$ cat src/hw/peirq_params.svh
// register map, field positions and reset values of the event interrupt prescaler
`ifndef PEIRQ_PARAMS_SVH
`define PEIRQ_PARAMS_SVH
`define PEIRQ_OFF_SELECT 12'h000
`define PEIRQ_OFF_PRESCALE 12'h004
`define PEIRQ_OFF_FLAG 12'h008
`define PEIRQ_OFF_CLEAR 12'h00C
`define PEIRQ_OFF_FORCE 12'h010
`define PEIRQ_SEL_IRQ_EN 3
`define PEIRQ_SEL_SRC_LSB 0
`define PEIRQ_PS_PRD_LSB 0
`define PEIRQ_PS_TALLY_LSB 2
`define PEIRQ_FLG_IRQ 0
`define PEIRQ_FLG_CSA 2
`define PEIRQ_FLG_CSB 3
`define PEIRQ_RST_FLAGS 16'h0000
`define PEIRQ_RST_PRD 2'h0
`define PEIRQ_RST_SEL 4'h0
`endif

$ cat src/hw/peirq_pkg.sv
// types shared by the event interrupt prescaler files
package peirq_pkg;
  typedef logic [1:0] peirq_tally_t;
  typedef enum logic {
    PEIRQ_IDLE,
    PEIRQ_DATA
  } peirq_phase_e;
endpackage

$ cat src/hw/peirq_ahb.sv
// ahb-lite slave front end: latches the address phase, zero wait states
`timescale 1ns/100ps
module peirq_ahb (
  // clock and reset
  input wire logic i_clock,
  input wire logic i_srst,
  // ahb-lite slave side
  input wire logic i_hsel,
  input wire logic [11:0] i_haddr,
  input wire logic [1:0] i_htrans,
  input wire logic i_hwrite,
  input wire logic [2:0] i_hsize,
  input wire logic i_hready,
  output logic o_hreadyout,
  output logic o_hresp,
  // register access strobes toward the core
  output logic o_wr_en,
  output logic o_rd_en,
  output logic [11:0] o_addr
);
  peirq_pkg::peirq_phase_e phase_r;
  logic write_r;
  // capture a valid address phase; data phase follows in the next cycle
  always_ff @(posedge i_clock) begin
    if (i_srst) begin
      phase_r <= peirq_pkg::PEIRQ_IDLE;
      write_r <= 1'b0;
      o_addr <= 12'h000;
    end else if (i_hready) begin
      if (i_hsel && i_htrans[1] && i_hsize == 3'h2) begin
        phase_r <= peirq_pkg::PEIRQ_DATA;
        write_r <= i_hwrite;
        o_addr <= i_haddr;
      end else begin
        phase_r <= peirq_pkg::PEIRQ_IDLE;
      end
    end
  end
  assign o_hreadyout = 1'b1;
  assign o_hresp = 1'b0;
  assign o_wr_en = (phase_r == peirq_pkg::PEIRQ_DATA) && write_r;
  assign o_rd_en = (phase_r == peirq_pkg::PEIRQ_DATA) && !write_r;
endmodule

$ cat src/hw/peirq_sync.sv
// two flip-flop synchroniser for the asynchronous pin inputs
`timescale 1ns/100ps
module peirq_sync #(
  parameter int WIDTH = 1
) (
  // clock and reset
  input wire logic i_clock,
  input wire logic i_srst,
  // asynchronous level in, synchronised level out
  input wire logic [WIDTH-1:0] i_async,
  output logic [WIDTH-1:0] o_sync
);
  logic [WIDTH-1:0] meta_r;
  // first stage feeds only the second stage
  always_ff @(posedge i_clock) begin
    if (i_srst) begin
      meta_r <= '0;
      o_sync <= '0;
    end else begin
      meta_r <= i_async;
      o_sync <= meta_r;
    end
  end
endmodule

$ cat src/hw/peirq_top.sv
// event trigger interrupt prescaler with ahb-lite register access
//
// Register access over AHB-Lite and the register offsets were left to the implementer.
`timescale 1ns/100ps
`include "peirq_params.svh"
module peirq_top (
  // clock and reset
  input wire logic i_clock,
  input wire logic i_srst,
  // ahb-lite slave
  input wire logic i_hsel,
  input wire logic [11:0] i_haddr,
  input wire logic [1:0] i_htrans,
  input wire logic i_hwrite,
  input wire logic [2:0] i_hsize,
  input wire logic [31:0] i_hwdata,
  input wire logic i_hready,
  output logic o_hreadyout,
  output logic o_hresp,
  output logic [31:0] o_hrdata,
  // time-base event levels from the pwm core; lines 1 to 7 are selectable, line 0 never is
  input wire logic [7:0] i_tb_event,
  // conversion-start pulses produced elsewhere, here only latched
  input wire logic i_conv_start_a,
  input wire logic i_conv_start_b,
  // interrupt pulse to the expansion controller
  output logic o_module_irq_pulse
);
  logic wr_en;
  logic rd_en;
  logic [11:0] addr;
  logic [7:0] ev_sync;
  logic [1:0] cs_sync;
  logic [7:0] ev_prev_r;
  logic [3:0] irq_source_select_r;
  logic irq_enable_r;
  peirq_pkg::peirq_tally_t irq_period_select_r;
  peirq_pkg::peirq_tally_t irq_event_tally_r;
  peirq_pkg::peirq_tally_t tally_nxt;
  peirq_pkg::peirq_tally_t prd_nxt;
  logic irq_flag_r;
  logic irq_pending_r;
  logic csa_flag_r;
  logic csb_flag_r;
  logic cs_prev_a_r;
  logic cs_prev_b_r;
  logic event_hit;
  logic wr_prd;
  logic wr_clr;
  logic wr_frc;
  logic reach;
  logic fire;
  logic allow;

  peirq_ahb u_ahb (
    .i_clock(i_clock),
    .i_srst(i_srst),
    .i_hsel(i_hsel),
    .i_haddr(i_haddr),
    .i_htrans(i_htrans),
    .i_hwrite(i_hwrite),
    .i_hsize(i_hsize),
    .i_hready(i_hready),
    .o_hreadyout(o_hreadyout),
    .o_hresp(o_hresp),
    .o_wr_en(wr_en),
    .o_rd_en(rd_en),
    .o_addr(addr)
  );

  // event lines come from a foreign timing source, so synchronise them
  peirq_sync #(.WIDTH(10)) u_sync (
    .i_clock(i_clock),
    .i_srst(i_srst),
    .i_async({i_conv_start_b, i_conv_start_a, i_tb_event}),
    .o_sync({cs_sync, ev_sync})
  );

  // rising edge of the selected source counts as one event
  always_ff @(posedge i_clock) begin
    if (i_srst) begin
      ev_prev_r <= 8'h00;
      cs_prev_a_r <= 1'b0;
      cs_prev_b_r <= 1'b0;
    end else begin
      ev_prev_r <= ev_sync;
      cs_prev_a_r <= cs_sync[0];
      cs_prev_b_r <= cs_sync[1];
    end
  end
  // source code zero selects no line, so a stray level on line 0 never counts
  assign event_hit = irq_source_select_r[2:0] != 3'h0 &&
                     ev_sync[irq_source_select_r[2:0]] &&
                     !ev_prev_r[irq_source_select_r[2:0]];

  assign wr_prd = wr_en && addr == `PEIRQ_OFF_PRESCALE;
  assign wr_clr = wr_en && addr == `PEIRQ_OFF_CLEAR && i_hwdata[`PEIRQ_FLG_IRQ];
  assign wr_frc = wr_en && addr == `PEIRQ_OFF_FORCE && i_hwdata[`PEIRQ_FLG_IRQ];
  assign prd_nxt = wr_prd ? i_hwdata[`PEIRQ_PS_PRD_LSB +: 2] : irq_period_select_r;

  // tally advances even in the cycle a new period is written
  always_comb begin
    tally_nxt = irq_event_tally_r;
    if (event_hit && irq_event_tally_r != prd_nxt) begin
      tally_nxt = irq_event_tally_r + 2'h1;
    end
  end

  // the period select is the target count; equality fires too
  // a zero period blocks both counting and force requests
  // compare the next tally with period one, two or three
  assign reach = prd_nxt != 2'h0 && (tally_nxt == prd_nxt || wr_frc);
  // need enable; and need a clear flag or a clear written in the same cycle
  assign allow = irq_enable_r && (!irq_flag_r || wr_clr);
  assign fire = allow && (reach || irq_pending_r) && prd_nxt != 2'h0;

  // control registers written by software
  always_ff @(posedge i_clock) begin
    if (i_srst) begin
      irq_source_select_r <= `PEIRQ_RST_SEL;
      irq_enable_r <= 1'b0;
      irq_period_select_r <= `PEIRQ_RST_PRD;
    end else begin
      if (wr_en && addr == `PEIRQ_OFF_SELECT) begin
        irq_source_select_r <= i_hwdata[`PEIRQ_SEL_SRC_LSB +: 4];
        irq_enable_r <= i_hwdata[`PEIRQ_SEL_IRQ_EN];
      end
      if (wr_prd) begin
        irq_period_select_r <= i_hwdata[`PEIRQ_PS_PRD_LSB +: 2];
      end
    end
  end

  // tally cleared on each pulse; it holds at the period
  always_ff @(posedge i_clock) begin
    if (i_srst) begin
      irq_event_tally_r <= 2'h0;
    end else if (fire) begin
      irq_event_tally_r <= 2'h0;
    end else if (prd_nxt != 2'h0) begin
      irq_event_tally_r <= tally_nxt;
    end
  end

  // one pending slot, filled when the period is hit while enabled but blocked by the flag
  // the tally parks at the period while blocked, so one bit is enough here
  always_ff @(posedge i_clock) begin
    if (i_srst) begin
      irq_pending_r <= 1'b0;
    end else if (fire || prd_nxt == 2'h0) begin
      irq_pending_r <= 1'b0;
    end else if (reach && irq_enable_r) begin
      irq_pending_r <= 1'b1;
    end
  end

  // interrupt flag and pulse; a new pulse beats a clear in the same cycle
  always_ff @(posedge i_clock) begin
    if (i_srst) begin
      irq_flag_r <= 1'b0;
      o_module_irq_pulse <= 1'b0;
    end else begin
      o_module_irq_pulse <= fire;
      if (fire) begin
        irq_flag_r <= 1'b1;
      end else if (wr_clr) begin
        irq_flag_r <= 1'b0;
      end
    end
  end

  // conversion-start flags latch and block nothing; set beats clear
  always_ff @(posedge i_clock) begin
    if (i_srst) begin
      csa_flag_r <= 1'b0;
      csb_flag_r <= 1'b0;
    end else begin
      if (cs_sync[0] && !cs_prev_a_r) begin
        csa_flag_r <= 1'b1;
      end else if (wr_en && addr == `PEIRQ_OFF_CLEAR && i_hwdata[`PEIRQ_FLG_CSA]) begin
        csa_flag_r <= 1'b0;
      end
      if (cs_sync[1] && !cs_prev_b_r) begin
        csb_flag_r <= 1'b1;
      end else if (wr_en && addr == `PEIRQ_OFF_CLEAR && i_hwdata[`PEIRQ_FLG_CSB]) begin
        csb_flag_r <= 1'b0;
      end
    end
  end

  // read mux; unmapped and write-only words read zero
  always_comb begin
    o_hrdata = 32'h0000_0000;
    if (rd_en) begin
      case (addr)
        `PEIRQ_OFF_SELECT: begin
          o_hrdata[`PEIRQ_SEL_SRC_LSB +: 4] = irq_source_select_r;
          o_hrdata[`PEIRQ_SEL_IRQ_EN] = irq_enable_r;
        end
        // tally is visible beside the period
        `PEIRQ_OFF_PRESCALE: begin
          o_hrdata[`PEIRQ_PS_PRD_LSB +: 2] = irq_period_select_r;
          o_hrdata[`PEIRQ_PS_TALLY_LSB +: 2] = irq_event_tally_r;
        end
        `PEIRQ_OFF_FLAG: begin
          o_hrdata[`PEIRQ_FLG_IRQ] = irq_flag_r;
          o_hrdata[`PEIRQ_FLG_CSA] = csa_flag_r;
          o_hrdata[`PEIRQ_FLG_CSB] = csb_flag_r;
        end
        default: o_hrdata = 32'h0000_0000;
      endcase
    end
  end

  // pulse needs enable and a nonzero period
  a_pulse_needs_enable: assert property (@(posedge i_clock) disable iff (i_srst)
    o_module_irq_pulse |-> $past(irq_enable_r) && $past(prd_nxt) != 2'h0)
    else $error("irq pulse without enable or period");
  a_pulse_sets_flag: assert property (@(posedge i_clock) disable iff (i_srst)
    o_module_irq_pulse |-> irq_flag_r)
    else $error("flag not set with pulse");
  a_flag_blocks_pulse: assert property (@(posedge i_clock) disable iff (i_srst)
    irq_flag_r && !wr_clr |=> !o_module_irq_pulse)
    else $error("pulse while flag set");
  a_tally_cleared: assert property (@(posedge i_clock) disable iff (i_srst)
    fire |=> irq_event_tally_r == 2'h0)
    else $error("tally not cleared");
  a_zero_period_idle: assert property (@(posedge i_clock) disable iff (i_srst)
    irq_period_select_r == 2'h0 && !wr_prd |=> $stable(irq_event_tally_r))
    else $error("tally moved with zero period");
  a_tally_holds: assert property (@(posedge i_clock) disable iff (i_srst)
    irq_flag_r && irq_event_tally_r == irq_period_select_r && !wr_prd && !wr_clr
      |=> irq_event_tally_r == $past(irq_event_tally_r))
    else $error("tally passed period");
  a_pending_release: assert property (@(posedge i_clock) disable iff (i_srst)
    irq_pending_r && wr_clr && irq_enable_r && irq_period_select_r != 2'h0 && !wr_prd
      |=> o_module_irq_pulse)
    else $error("pending irq lost");
  a_clear_works: assert property (@(posedge i_clock) disable iff (i_srst)
    wr_clr && !fire |=> !irq_flag_r)
    else $error("flag not cleared");

  // checks on counting and the side flags, all on the one clock
  // event reaching period fires
  a_period_fires: assert property (@(posedge i_clock) disable iff (i_srst)
    event_hit && irq_enable_r && !irq_flag_r && !wr_prd && irq_period_select_r != 2'h0 &&
      irq_event_tally_r + 2'h1 == irq_period_select_r |=> o_module_irq_pulse)
    else $error("no pulse at period");
  a_count_step: assert property (@(posedge i_clock) disable iff (i_srst)
    event_hit && !fire && prd_nxt != 2'h0 && irq_event_tally_r != prd_nxt
      |=> irq_event_tally_r == $past(irq_event_tally_r) + 2'h1)
    else $error("tally missed an event");
  a_equal_write_fires: assert property (@(posedge i_clock) disable iff (i_srst)
    wr_prd && prd_nxt == irq_event_tally_r && prd_nxt != 2'h0 && irq_enable_r && !irq_flag_r
      |=> o_module_irq_pulse)
    else $error("no pulse on equal period write");
  a_disabled_silent: assert property (@(posedge i_clock) disable iff (i_srst)
    !irq_enable_r |=> !o_module_irq_pulse)
    else $error("pulse while disabled");
  a_pending_consumed: assert property (@(posedge i_clock) disable iff (i_srst)
    fire |=> !irq_pending_r)
    else $error("pending slot kept after pulse");
  a_force_ignored: assert property (@(posedge i_clock) disable iff (i_srst)
    wr_frc && prd_nxt == 2'h0 |=> !o_module_irq_pulse)
    else $error("force fired with zero period");
  a_flag_read_only: assert property (@(posedge i_clock) disable iff (i_srst)
    wr_en && addr == `PEIRQ_OFF_FLAG && !fire
      |=> irq_flag_r == $past(irq_flag_r))
    else $error("flag changed by a write");
  a_conv_a_latch: assert property (@(posedge i_clock) disable iff (i_srst)
    cs_sync[0] && !cs_prev_a_r |=> csa_flag_r)
    else $error("conv start a flag not latched");
  a_conv_b_latch: assert property (@(posedge i_clock) disable iff (i_srst)
    cs_sync[1] && !cs_prev_b_r |=> csb_flag_r)
    else $error("conv start b flag not latched");
endmodule

$ cat config.mk
export PLATFORM = sky130hd
export DESIGN_NAME = peirq_top
export DESIGN_NICKNAME = d
export VERILOG_FILES = /design/src/hw/peirq_pkg.sv /design/src/hw/peirq_ahb.sv /design/src/hw/peirq_sync.sv /design/src/hw/peirq_top.sv
export VERILOG_INCLUDE_DIRS = /design/src /design/src/hw
export SDC_FILE = /design/constraint.sdc
export NUM_CORES = 1
export LEC_CHECK = 0
export BUFFER_PORTS_ARGS = -buffer_cell sky130_fd_sc_hd__buf_2
export CAP_MARGIN = 40
export CORE_UTILIZATION = 44
export DETAILED_ROUTE_END_ITERATION = 12
export PLACE_DENSITY = 0.75
export SLEW_MARGIN = 20
export SYNTH_ARGS = -nofsm -noshare
export SYNTH_HDL_FRONTEND = slang
export SYNTH_SLANG_ARGS = --single-unit
$ cat constraint.sdc
create_clock -name i_clock -period 2.1 [get_ports i_clock]
set_input_delay 0.42 -clock i_clock [delete_from_list [all_inputs] [get_ports i_clock]]
set_output_delay 0.42 -clock i_clock [all_outputs]
set_load 0.005 [all_outputs]
== Word level (Yosys, flattened, before mapping) ==
Cells that the tools add are included.
Operators by class
  add/sub/neg operators: 1
  magnitude comparators: 1
  eq/ne operators: 7
  multiplexer cells: 17
  reduce and logical (&&, ||, !) cells: 41
Operators by type and width (number)
  12-bit by 4-bit == test with 1-bit output, second input constant: 2
  1-bit logical AND: 22
  12-bit by 3-bit == test with 1-bit output, second input constant: 1
  12-bit by 5-bit == test with 1-bit output, second input constant: 1
  12-bit logical NOT: 1
  1-bit two-way mux: 9
  2-bit nonzero test: 4
  1-bit binary-select mux with 3-bit select: 2
  2-bit one-hot mux with 3 select lines: 1
  1-bit logical NOT: 5
  1-bit logical OR: 4
  3-bit by 4-bit less-than comparator with 1-bit output, second input constant: 1
  2-bit two-way mux: 2
  4-bit two-way mux: 1
  2-bit OR reduction: 2
  3-bit by 2-bit == test with 1-bit output, second input constant: 1
  1-bit one-hot mux with 3 select lines: 1
  3-bit nonzero test: 1
  2-bit by 1-bit adder with 2-bit output, second input constant: 1
  2-bit == test: 1
  2-bit logical NOT: 1
  2-bit inequality test: 1
  1-bit one-hot mux with 2 select lines: 1
  2-bit AND reduction: 1
Word-level totals
  bits in registers: 57
  input bits: 64
  logic and storage cells: 84

== Logic depth before layout (Yosys ltp) ==
Gate-level depths: netlist (run 1).
  depth after elaboration: 14
  mapped depth: 9
  depth with buffers taken out: 6

== By module ==
Synthesis (run 1) repeated with hierarchy kept, for this count alone.
Unflattened totals
  cell total of the unflattened synthesis: 285
  area, all modules: 2819.0 um2
By module, submodules not included
  peirq_top: instances 1, cells each 175, area each 1519.0 um2, seq. area each 440.4 um2
  peirq_ahb: instances 1, cells each 68, area each 681.9 um2, seq. area each 280.3 um2
  peirq_sync: instances 1, cells each 42, area each 618.1 um2, seq. area each 400.4 um2

== Worst setup path after synthesis (run 1) ==
Ideal clock, no wire load.
  path type: register to register
  start: register u_ahb.o_addr[3]
  end: register irq_event_tally_r[0]
  library setup time: 0.091 ns
  data arrival time: 1.903 ns
  data required time: 2.009 ns
  path slack: 0.106 ns
  cell stages (with the launch flop): 10
  cells stage by stage: dfxtp_1 > buf_6 > and4b_1 > buf_6 > and4_1 > buf_6 > mux2_4 > a221oi_2 > o311ai_1 > a311oi_1
On the way
  cells in the longest elaborated chain, start to end: 13
  elaborated cells between the ends (all ways): 22
  classes of those cells: eq/ne: 5; mux: 2; reduce/logical: 15
RTL lines
  start, declared: RTL line peirq_ahb.sv:19  | output logic [11:0] o_addr
  start signal, assigned: RTL line peirq_ahb.sv:33  | o_addr <= i_haddr;
  12-bit by 3-bit == test with 1-bit output
  1-bit logical AND (no line)
  2-bit two-way mux
  2-bit inequality test: RTL line peirq_top.sv:104  | if (event_hit && irq_event_tally_r != prd_nxt) begin
  1-bit logical AND: RTL line peirq_top.sv:104
  2-bit two-way mux: RTL line peirq_top.sv:104
  2-bit == test: RTL line peirq_top.sv:112  | assign reach = prd_nxt != 2'h0 && (tally_nxt == prd_nxt || wr_frc);
  1-bit logical OR: RTL line peirq_top.sv:112
  1-bit logical AND: RTL line peirq_top.sv:112
  1-bit logical OR: RTL line peirq_top.sv:115  | assign fire = allow && (reach || irq_pending_r) && prd_nxt != 2'h0;
  1-bit logical AND (2 in series): RTL line peirq_top.sv:115
  2-bit OR reduction (no line)
  end signal, assigned: RTL line peirq_top.sv:141  | irq_event_tally_r <= tally_nxt;
  end, declared: RTL line peirq_top.sv:38  | peirq_pkg::peirq_tally_t irq_event_tally_r;
Parallel ways exist; a longest one is shown, timed or not.
A chain may end at the register's enable or synchronous reset.

== Final worst setup path (run 1) ==
  start: register u_ahb.o_addr[5]
  end: output port o_hrdata[3]
On the way
  cells in the longest elaborated chain, start to end: 3
  elaborated cells between the ends (all ways): 5
  classes of those cells: eq/ne: 2; mux: 2; reduce/logical: 1
RTL lines
  12-bit by 4-bit == test with 1-bit output (tied with other cells): RTL line peirq_top.sv:195  | case (addr)
  2-bit one-hot mux with 3 select lines *: RTL line peirq_top.sv:195
  4-bit two-way mux *: RTL line peirq_top.sv:194  | if (rd_en) begin
  end, declared: RTL line peirq_top.sv:20  | output logic [31:0] o_hrdata,
Every way passes the cells marked *; elsewhere a longest branch is shown, timed or not.

==> flow_summary.ini, run 1 <==
[status]
status = finished, violations left
violations = setup timing

[worst_setup_path]
critPathLaunch = u_ahb.o_addr[5]
timing.rr.start = u_ahb.o_addr[8]
crit_slowest_cell = dfxtp_1
cp_top_family = simple AND/OR/NAND/NOR gates
reg2reg_depth = 7
worstSetupPathDepth = 7
r2r-end = irq_event_tally_r[0]
cp-endpoint = o_hrdata[3]
critPathCaptureType = output port
setup.worst_path.class = reg2out
cp.required_ns = 1.68
reg2reg_slack_ns = 0.01
worstSetupStartpointType = register
critPathBufInv = 3
cp_data_arrival_time_ns = 1.77
worstPathMaxFanout = 3
slowest_delay_ns = 0.35
crit_chain = nor3_4, buf_6, and3_4, nand3b_1, buf_4, nor2_1, buf_2

[cts]
clock_sinks = 54
htreeDepth = 2
cts_buffer_depth = 2
cts-hold-fix-buffers = 0
root_buffer = clkbuf_8
path_clk_slew_ns = 0.09
insertion_delay_ns = 0.30
cts_buffers = 5
cts_tree = done

[sta]
setup_viol = 4
hold_viol_final = 0
fin_crit_sh_pct = 105
skew_ns = 0.00826
rsz0062_at_grt = yes
period_minus_slack_ns = 2.19
setup_ws_ns = -0.0947
slew_violations = 0
fmax_mhz = 456

[detailed_routing]
vias = 2029
firstDrtPassIters = 4
antenna_left = 0
vias_per_cell = 5.05
drtIter0Drc = 148
wl_per_cell_microns = 12.7
drc = 0
routed_wl_mm = 5.11

[floorplanning]
core_sq_um = 5610
die_width_microns = 79.1
num_rows = 27
die-area_sq_um = 6250
initial_core_util_pct = 46.6
pin_count = 99
dieHeight_microns = 79.1

[synth]
synthAdderAreaFrac_pct = 0
synthTopCellsByArea = dfxtp_1 41%, mux2i_1 9.2%, buf_4 8.6%, nor2b_1 7.4%, nor2_1 4.9%
async_flop_share_pct = 0
synth_xor_xnor_area_share_pct = 0.335
ys_types = 50
synth_top_family_by_area = simple AND/OR/NAND/NOR gates
syn_avg_cell_area_sq_um = 9.53
yosys_warnings = 0
synth_compound_area_share_pct = 10.4
yosysTopAreaCellShare_pct = 41.4
syn_inst = 274
yosysTopAreaCell = dfxtp_1
ys_dominant_reg_cell = dfxtp_1
ys_seq_area_share_pct = 41.4
yosys_register_bits = 54
yosys-mux-area-fraction_pct = 9.77
netlist_area_sq_um = 2610
yosys.area_share.simple_pct = 25.2
synth_edf_count = 0

[worst_hold_path]
hp-class = in2reg

[finish]
final.fill_count = 522
layoutNonFillerInstCount = 402
seq_area_sq_um = 1080
finish.net_count = 393
area_growth_pct = 16.6
drive_above_1_share_pct = 29.4
antenna_cells = 0
final_common_cell = dfxtp_1
mostFrequentLayoutCells = 51 x dfxtp_1, 38 x buf_2, 33 x nor2_1, 31 x nor2b_1, 30 x conb_1
multi_input_area_sq_um = 1350

[power]
p_leak_nw = 1.25
powerDensity_nw_per_um2 = 585
power_w = 0.00178
max-vdd-ir-drop_mv = 0.589

[global_routing]
grt_pass1_vias = 1740
grt_pass1_wl_mm = 8.35
grt-ovfl-total = 0
grtUsageTotal_pct = 17.0
antenna_found_initial = 0
grt_max_degree = 26

[placed_design]
place_hpwl_mm = 3.76
dp.cells = 388
port-buffer-count = 38
gp_congestion = 0.839

[run]
maxCapViolCount = 0
## through the flow
step	hold slack, ns	cell area, sq um	setup WS (ns)	setup TNS [ns]	utilization, %
after global routing	0.316	3050	-0.189	-1.03	54.3
after detailed placement	0.422	2850	-0.0243	-0.0293	50.8
final	0.322	3050	-0.0947	-0.330	54.3
after CTS	0.316	2990	-0.102	-0.214	53.3
after global placement	0.417	2850	0.0281	0	50.8
after floorplan	0.414	2720	0.106	0	-
## how the worst min path moves through the flow
stage	start	end	slack, ns	cells after the start
floorplan	u_sync.meta_r[1]	u_sync.o_sync[1]	0.41	1
global placement	u_sync.meta_r[5]	u_sync.o_sync[5]	0.42	1
detailed placement	u_sync.meta_r[5]	u_sync.o_sync[5]	0.42	1
CTS	i_tb_event[4]	u_sync.meta_r[4]	0.32	2
global route	i_tb_event[5]	u_sync.meta_r[5]	0.32	2
finish	i_tb_event[4]	u_sync.meta_r[4]	0.32	2
## report_power, final
part / internal (W) / switching (W)
Sequential: 0.00105 / 0.00000762
Clock: 0.000272 / 0.000334
Combinational: 0.0000569 / 0.0000620
## what timing repair did
action                                  4_1_cts  5_1_grt
pin swaps                                     7        6
resized for setup                             5        8
setup buffers                                 3        3
endpoints found under the setup margin        6        9
## cells by family (layout without fill, tap and decap cells)
logic type             after synthesis  in the layout
AO/OA/AOI/OAI                       32             32
XOR/XNOR                             1              1
buffers and inverters               50             78
flip-flops                          54             54
multiplexers                        25             25
other                                2             30
AND/OR/NAND/NOR                    110            110
## state kept, by name (all words and copies together) (netlist names), 2 cells and up
register,cells
irq_event_tally_r,2
u_sync.meta_r,9
ev_prev_r,7
u_sync.o_sync,9
irq_source_select_r,3
u_ahb.o_addr,12
irq_period_select_r,2
## synth_stat cells, drive strengths merged, types with 3 or more instances
library cell / instances
nand4: 6
nor4bb: 3
nand2: 4
dfxtp: 54
nor2b: 31
a21oi: 6
o31ai: 3
a41oi: 4
nand3b: 3
inv: 4
buf: 38
clkbuf: 8
mux2i: 24
and3: 3
nor4b: 3
and4: 3
o21ai: 3
nor3: 10
nor2: 34
a21boi: 3
o311ai: 3
## area by class of cell
| class | instances | share of cell area, % |
|---|---|---|
| clock buffer | 6 | 2.71 |
| clock inverter | 2 | 0.534 |
| inverter | 4 | 0.493 |
| multi-input combinational | 198 | 44.4 |
| sequential | 54 | 35.6 |
| tap | 72 | 2.96 |
| timing repair buffer | 66 | 13.3 |
## per-layer routing
layer | vias up | share of wire, % | GRT usage [%]
met5 | - | 0 | 0
met4 | 0 | 0.74 | 3.82
met3 | 6 | 4.6 | 2.76
met2 | 70 | 47 | 27.1
met1 | 953 | 48 | 24.0
li1 | 1000 | - | -
## worst reg2reg max path: cells and delay by family (launching register included)
kind / cells / cell delay (ns)
and+or+nand+nor: 2 / 0.60
muxes: 1 / 0.32
DFF: 1 / 0.34
buffers and inverters: 1 / 0.18
AOI/OAI and AO/OA: 3 / 0.58
No activity file was read; power rests on OpenSTA's default activity.
==> run 2: changes to the inputs <==
Settings changed: CORE_ASPECT_RATIO set to 2, CORE_MARGIN set to 5.
==> run 2 against run 1 <==
The flow still finishes with violations (setup timing). Worst hold slack better by 0.0077 ns. Combinational power about the same. Clock power is 58% higher. Cell count fell by 1.0%. Clock-buffer cell count unchanged. Clock skew fell by 0.0025 ns. Cell area is 5.5% higher. Fmax increased by 0.61%. Critical endpoint is now o_hrdata[1]. Largest cell class unchanged.
==> flow_summary.ini, run 2 (synthesized netlist as in run 1, its figures left out) <==
[cts]
clock_sinks = 54
cts_tree = done
root_buffer = clkbuf_16
htreeDepth = 2
path_clk_slew_ns = 0.07
cts_buffers = 5
cts-hold-fix-buffers = 0
insertion_delay_ns = 0.29
cts_buffer_depth = 2

[placed_design]
place_hpwl_mm = 4.22
gp_congestion = 0.848
port-buffer-count = 38

[sta]
setup_ws_ns = -0.0815
period_minus_slack_ns = 2.18
fmax_mhz = 458
fin_crit_sh_pct = 104
slew_violations = 0
skew_ns = 0.00578
setup_viol = 4
whs_ns = 0.330
hold_viol_final = 0
rsz0062_at_grt = yes

[global_routing]
grt_max_degree = 21
grt_pass1_vias = 2005
antenna_found_initial = 0
grt-ovfl-total = 0
grt_pass1_wl_mm = 9.09
grtUsageTotal_pct = 15.1

[finish]
top_register = u_ahb.o_addr
drive_above_1_share_pct = 32.6
area_growth_pct = 23.0
final_common_cell = dfxtp_1
fin_util_pct = 55.8
antenna_cells = 0
mostFrequentLayoutCells = 51 x dfxtp_1, 38 x buf_2, 34 x nor2_1, 32 x buf_4, 31 x nor2b_1
reg.largest.list = u_ahb.o_addr (12), u_sync.meta_r (9), u_sync.o_sync (9)
final.fill_count = 534
finish.net_count = 400
largest_reg_flops = 12

[status]
status = finished, violations left
violations = setup timing

[worst_setup_path]
reg2reg_slack_ns = 0.02
setup.worst_path.class = reg2out
crit_chain = nor4_4, buf_4, buf_6, and3_4, nand3b_1, nor3_2, buf_2
cp_data_arrival_time_ns = 1.76
slowest_delay_ns = 0.33
worstPathMaxFanout = 4
crit_slowest_cell = dfxtp_2
cp.required_ns = 1.68
critPathCaptureType = output port
worstSetupStartpointType = register

[detailed_routing]
vias_per_cell = 5.10
drc = 0
antenna_left = 0
drtIter0Drc = 114
vias = 2029
firstDrtPassIters = 5
wl_per_cell_microns = 14.0
routed_wl_mm = 5.57

[power]
max-vdd-ir-drop_mv = 0.896
power_w = 0.00214
powerDensity_nw_per_um2 = 665
p_leak_nw = 1.35

[floorplanning]
die_width_microns = 64.5
core_sq_um = 5760
num_rows = 39
die-area_sq_um = 7670
initial_core_util_pct = 45.4
dieHeight_microns = 119
pin_count = 99

[worst_hold_path]
hp-class = in2reg

[run]
maxCapViolCount = 0
-- run 2: cell count changes in the layout (fill, tap and decap cells not counted), sizes merged --
cell,delta
buf,+7
bufinv,+1
clkinvlp,-1
-- run 2: worst max-delay path, delay by kind of cell (launching register included) --
| family | cells | cell delay (ns) |
|---|---|---|
| and+or+nand+nor | 4 | 0.73 |
| buffers and inverters | 3 | 0.40 |
| DFF | 1 | 0.33 |
-- run 2: power by group --
group	leakage [nW]	internal, W	switching, W
clock network	0.0875	0.000599	0.000361
logic	0.822	0.0000580	0.0000631
registers	0.442	0.00105	0.00000747
total	1.35	0.00171	0.000432
-- run 2: metal layers --
| metal | track usage, % | share of wire [%] | vias up |
|---|---|---|---|
| met5 | 0 | 0 | - |
| met4 | 6.89 | 1.9 | 0 |
| met3 | 3.20 | 5.2 | 6 |
| met2 | 29.2 | 57 | 55 |
| met1 | 14.5 | 36 | 945 |
| li1 | - | - | 1023 |
-- run 2: final timing paths --
path,endpoint,from,cells past startpoint
worst max-delay path,o_hrdata[1],u_ahb.o_addr[8],7
worst min-delay path,u_sync.meta_r[8],i_conv_start_a,2
worst max register to register,irq_event_tally_r[0],u_ahb.o_addr[8],10
worst min register to register,u_sync.o_sync[2],u_sync.meta_r[2],1
-- run 2: cell type report --
| cell class | instances | area, sq um | area share (%) |
|---|---|---|---|
| multi-input combinational | 198 | 1400 | 43.4 |
| sequential | 54 | 1080 | 33.7 |
| timing repair buffer | 73 | 464 | 14.4 |
| clock buffer | 6 | 139 | 4.32 |
| tap | 61 | 76.3 | 2.37 |
| clock inverter | 2 | 38.8 | 1.21 |
| inverter | 4 | 15.0 | 0.467 |
-- run 2: repair_timing --
action / CTS / global route
pin swaps: 7 / 8
setup endpoints to repair: 5 / 8
setup buffers: 3 / 3
cloned: 0 / 0
resized for setup: 2 / 22
-- run 2: metrics by stage --
stage	setup slack (ns)	std cells	setup TNS (ns)	area, sq um
after floorplan	0.106	302	0	2720
after global placement	0.0364	384	0	2890
after detailed placement	0.0253	384	0	2890
after CTS	-0.119	395	-0.281	3100
after global routing	-0.185	398	-0.939	3210
final	-0.0815	398	-0.271	3210
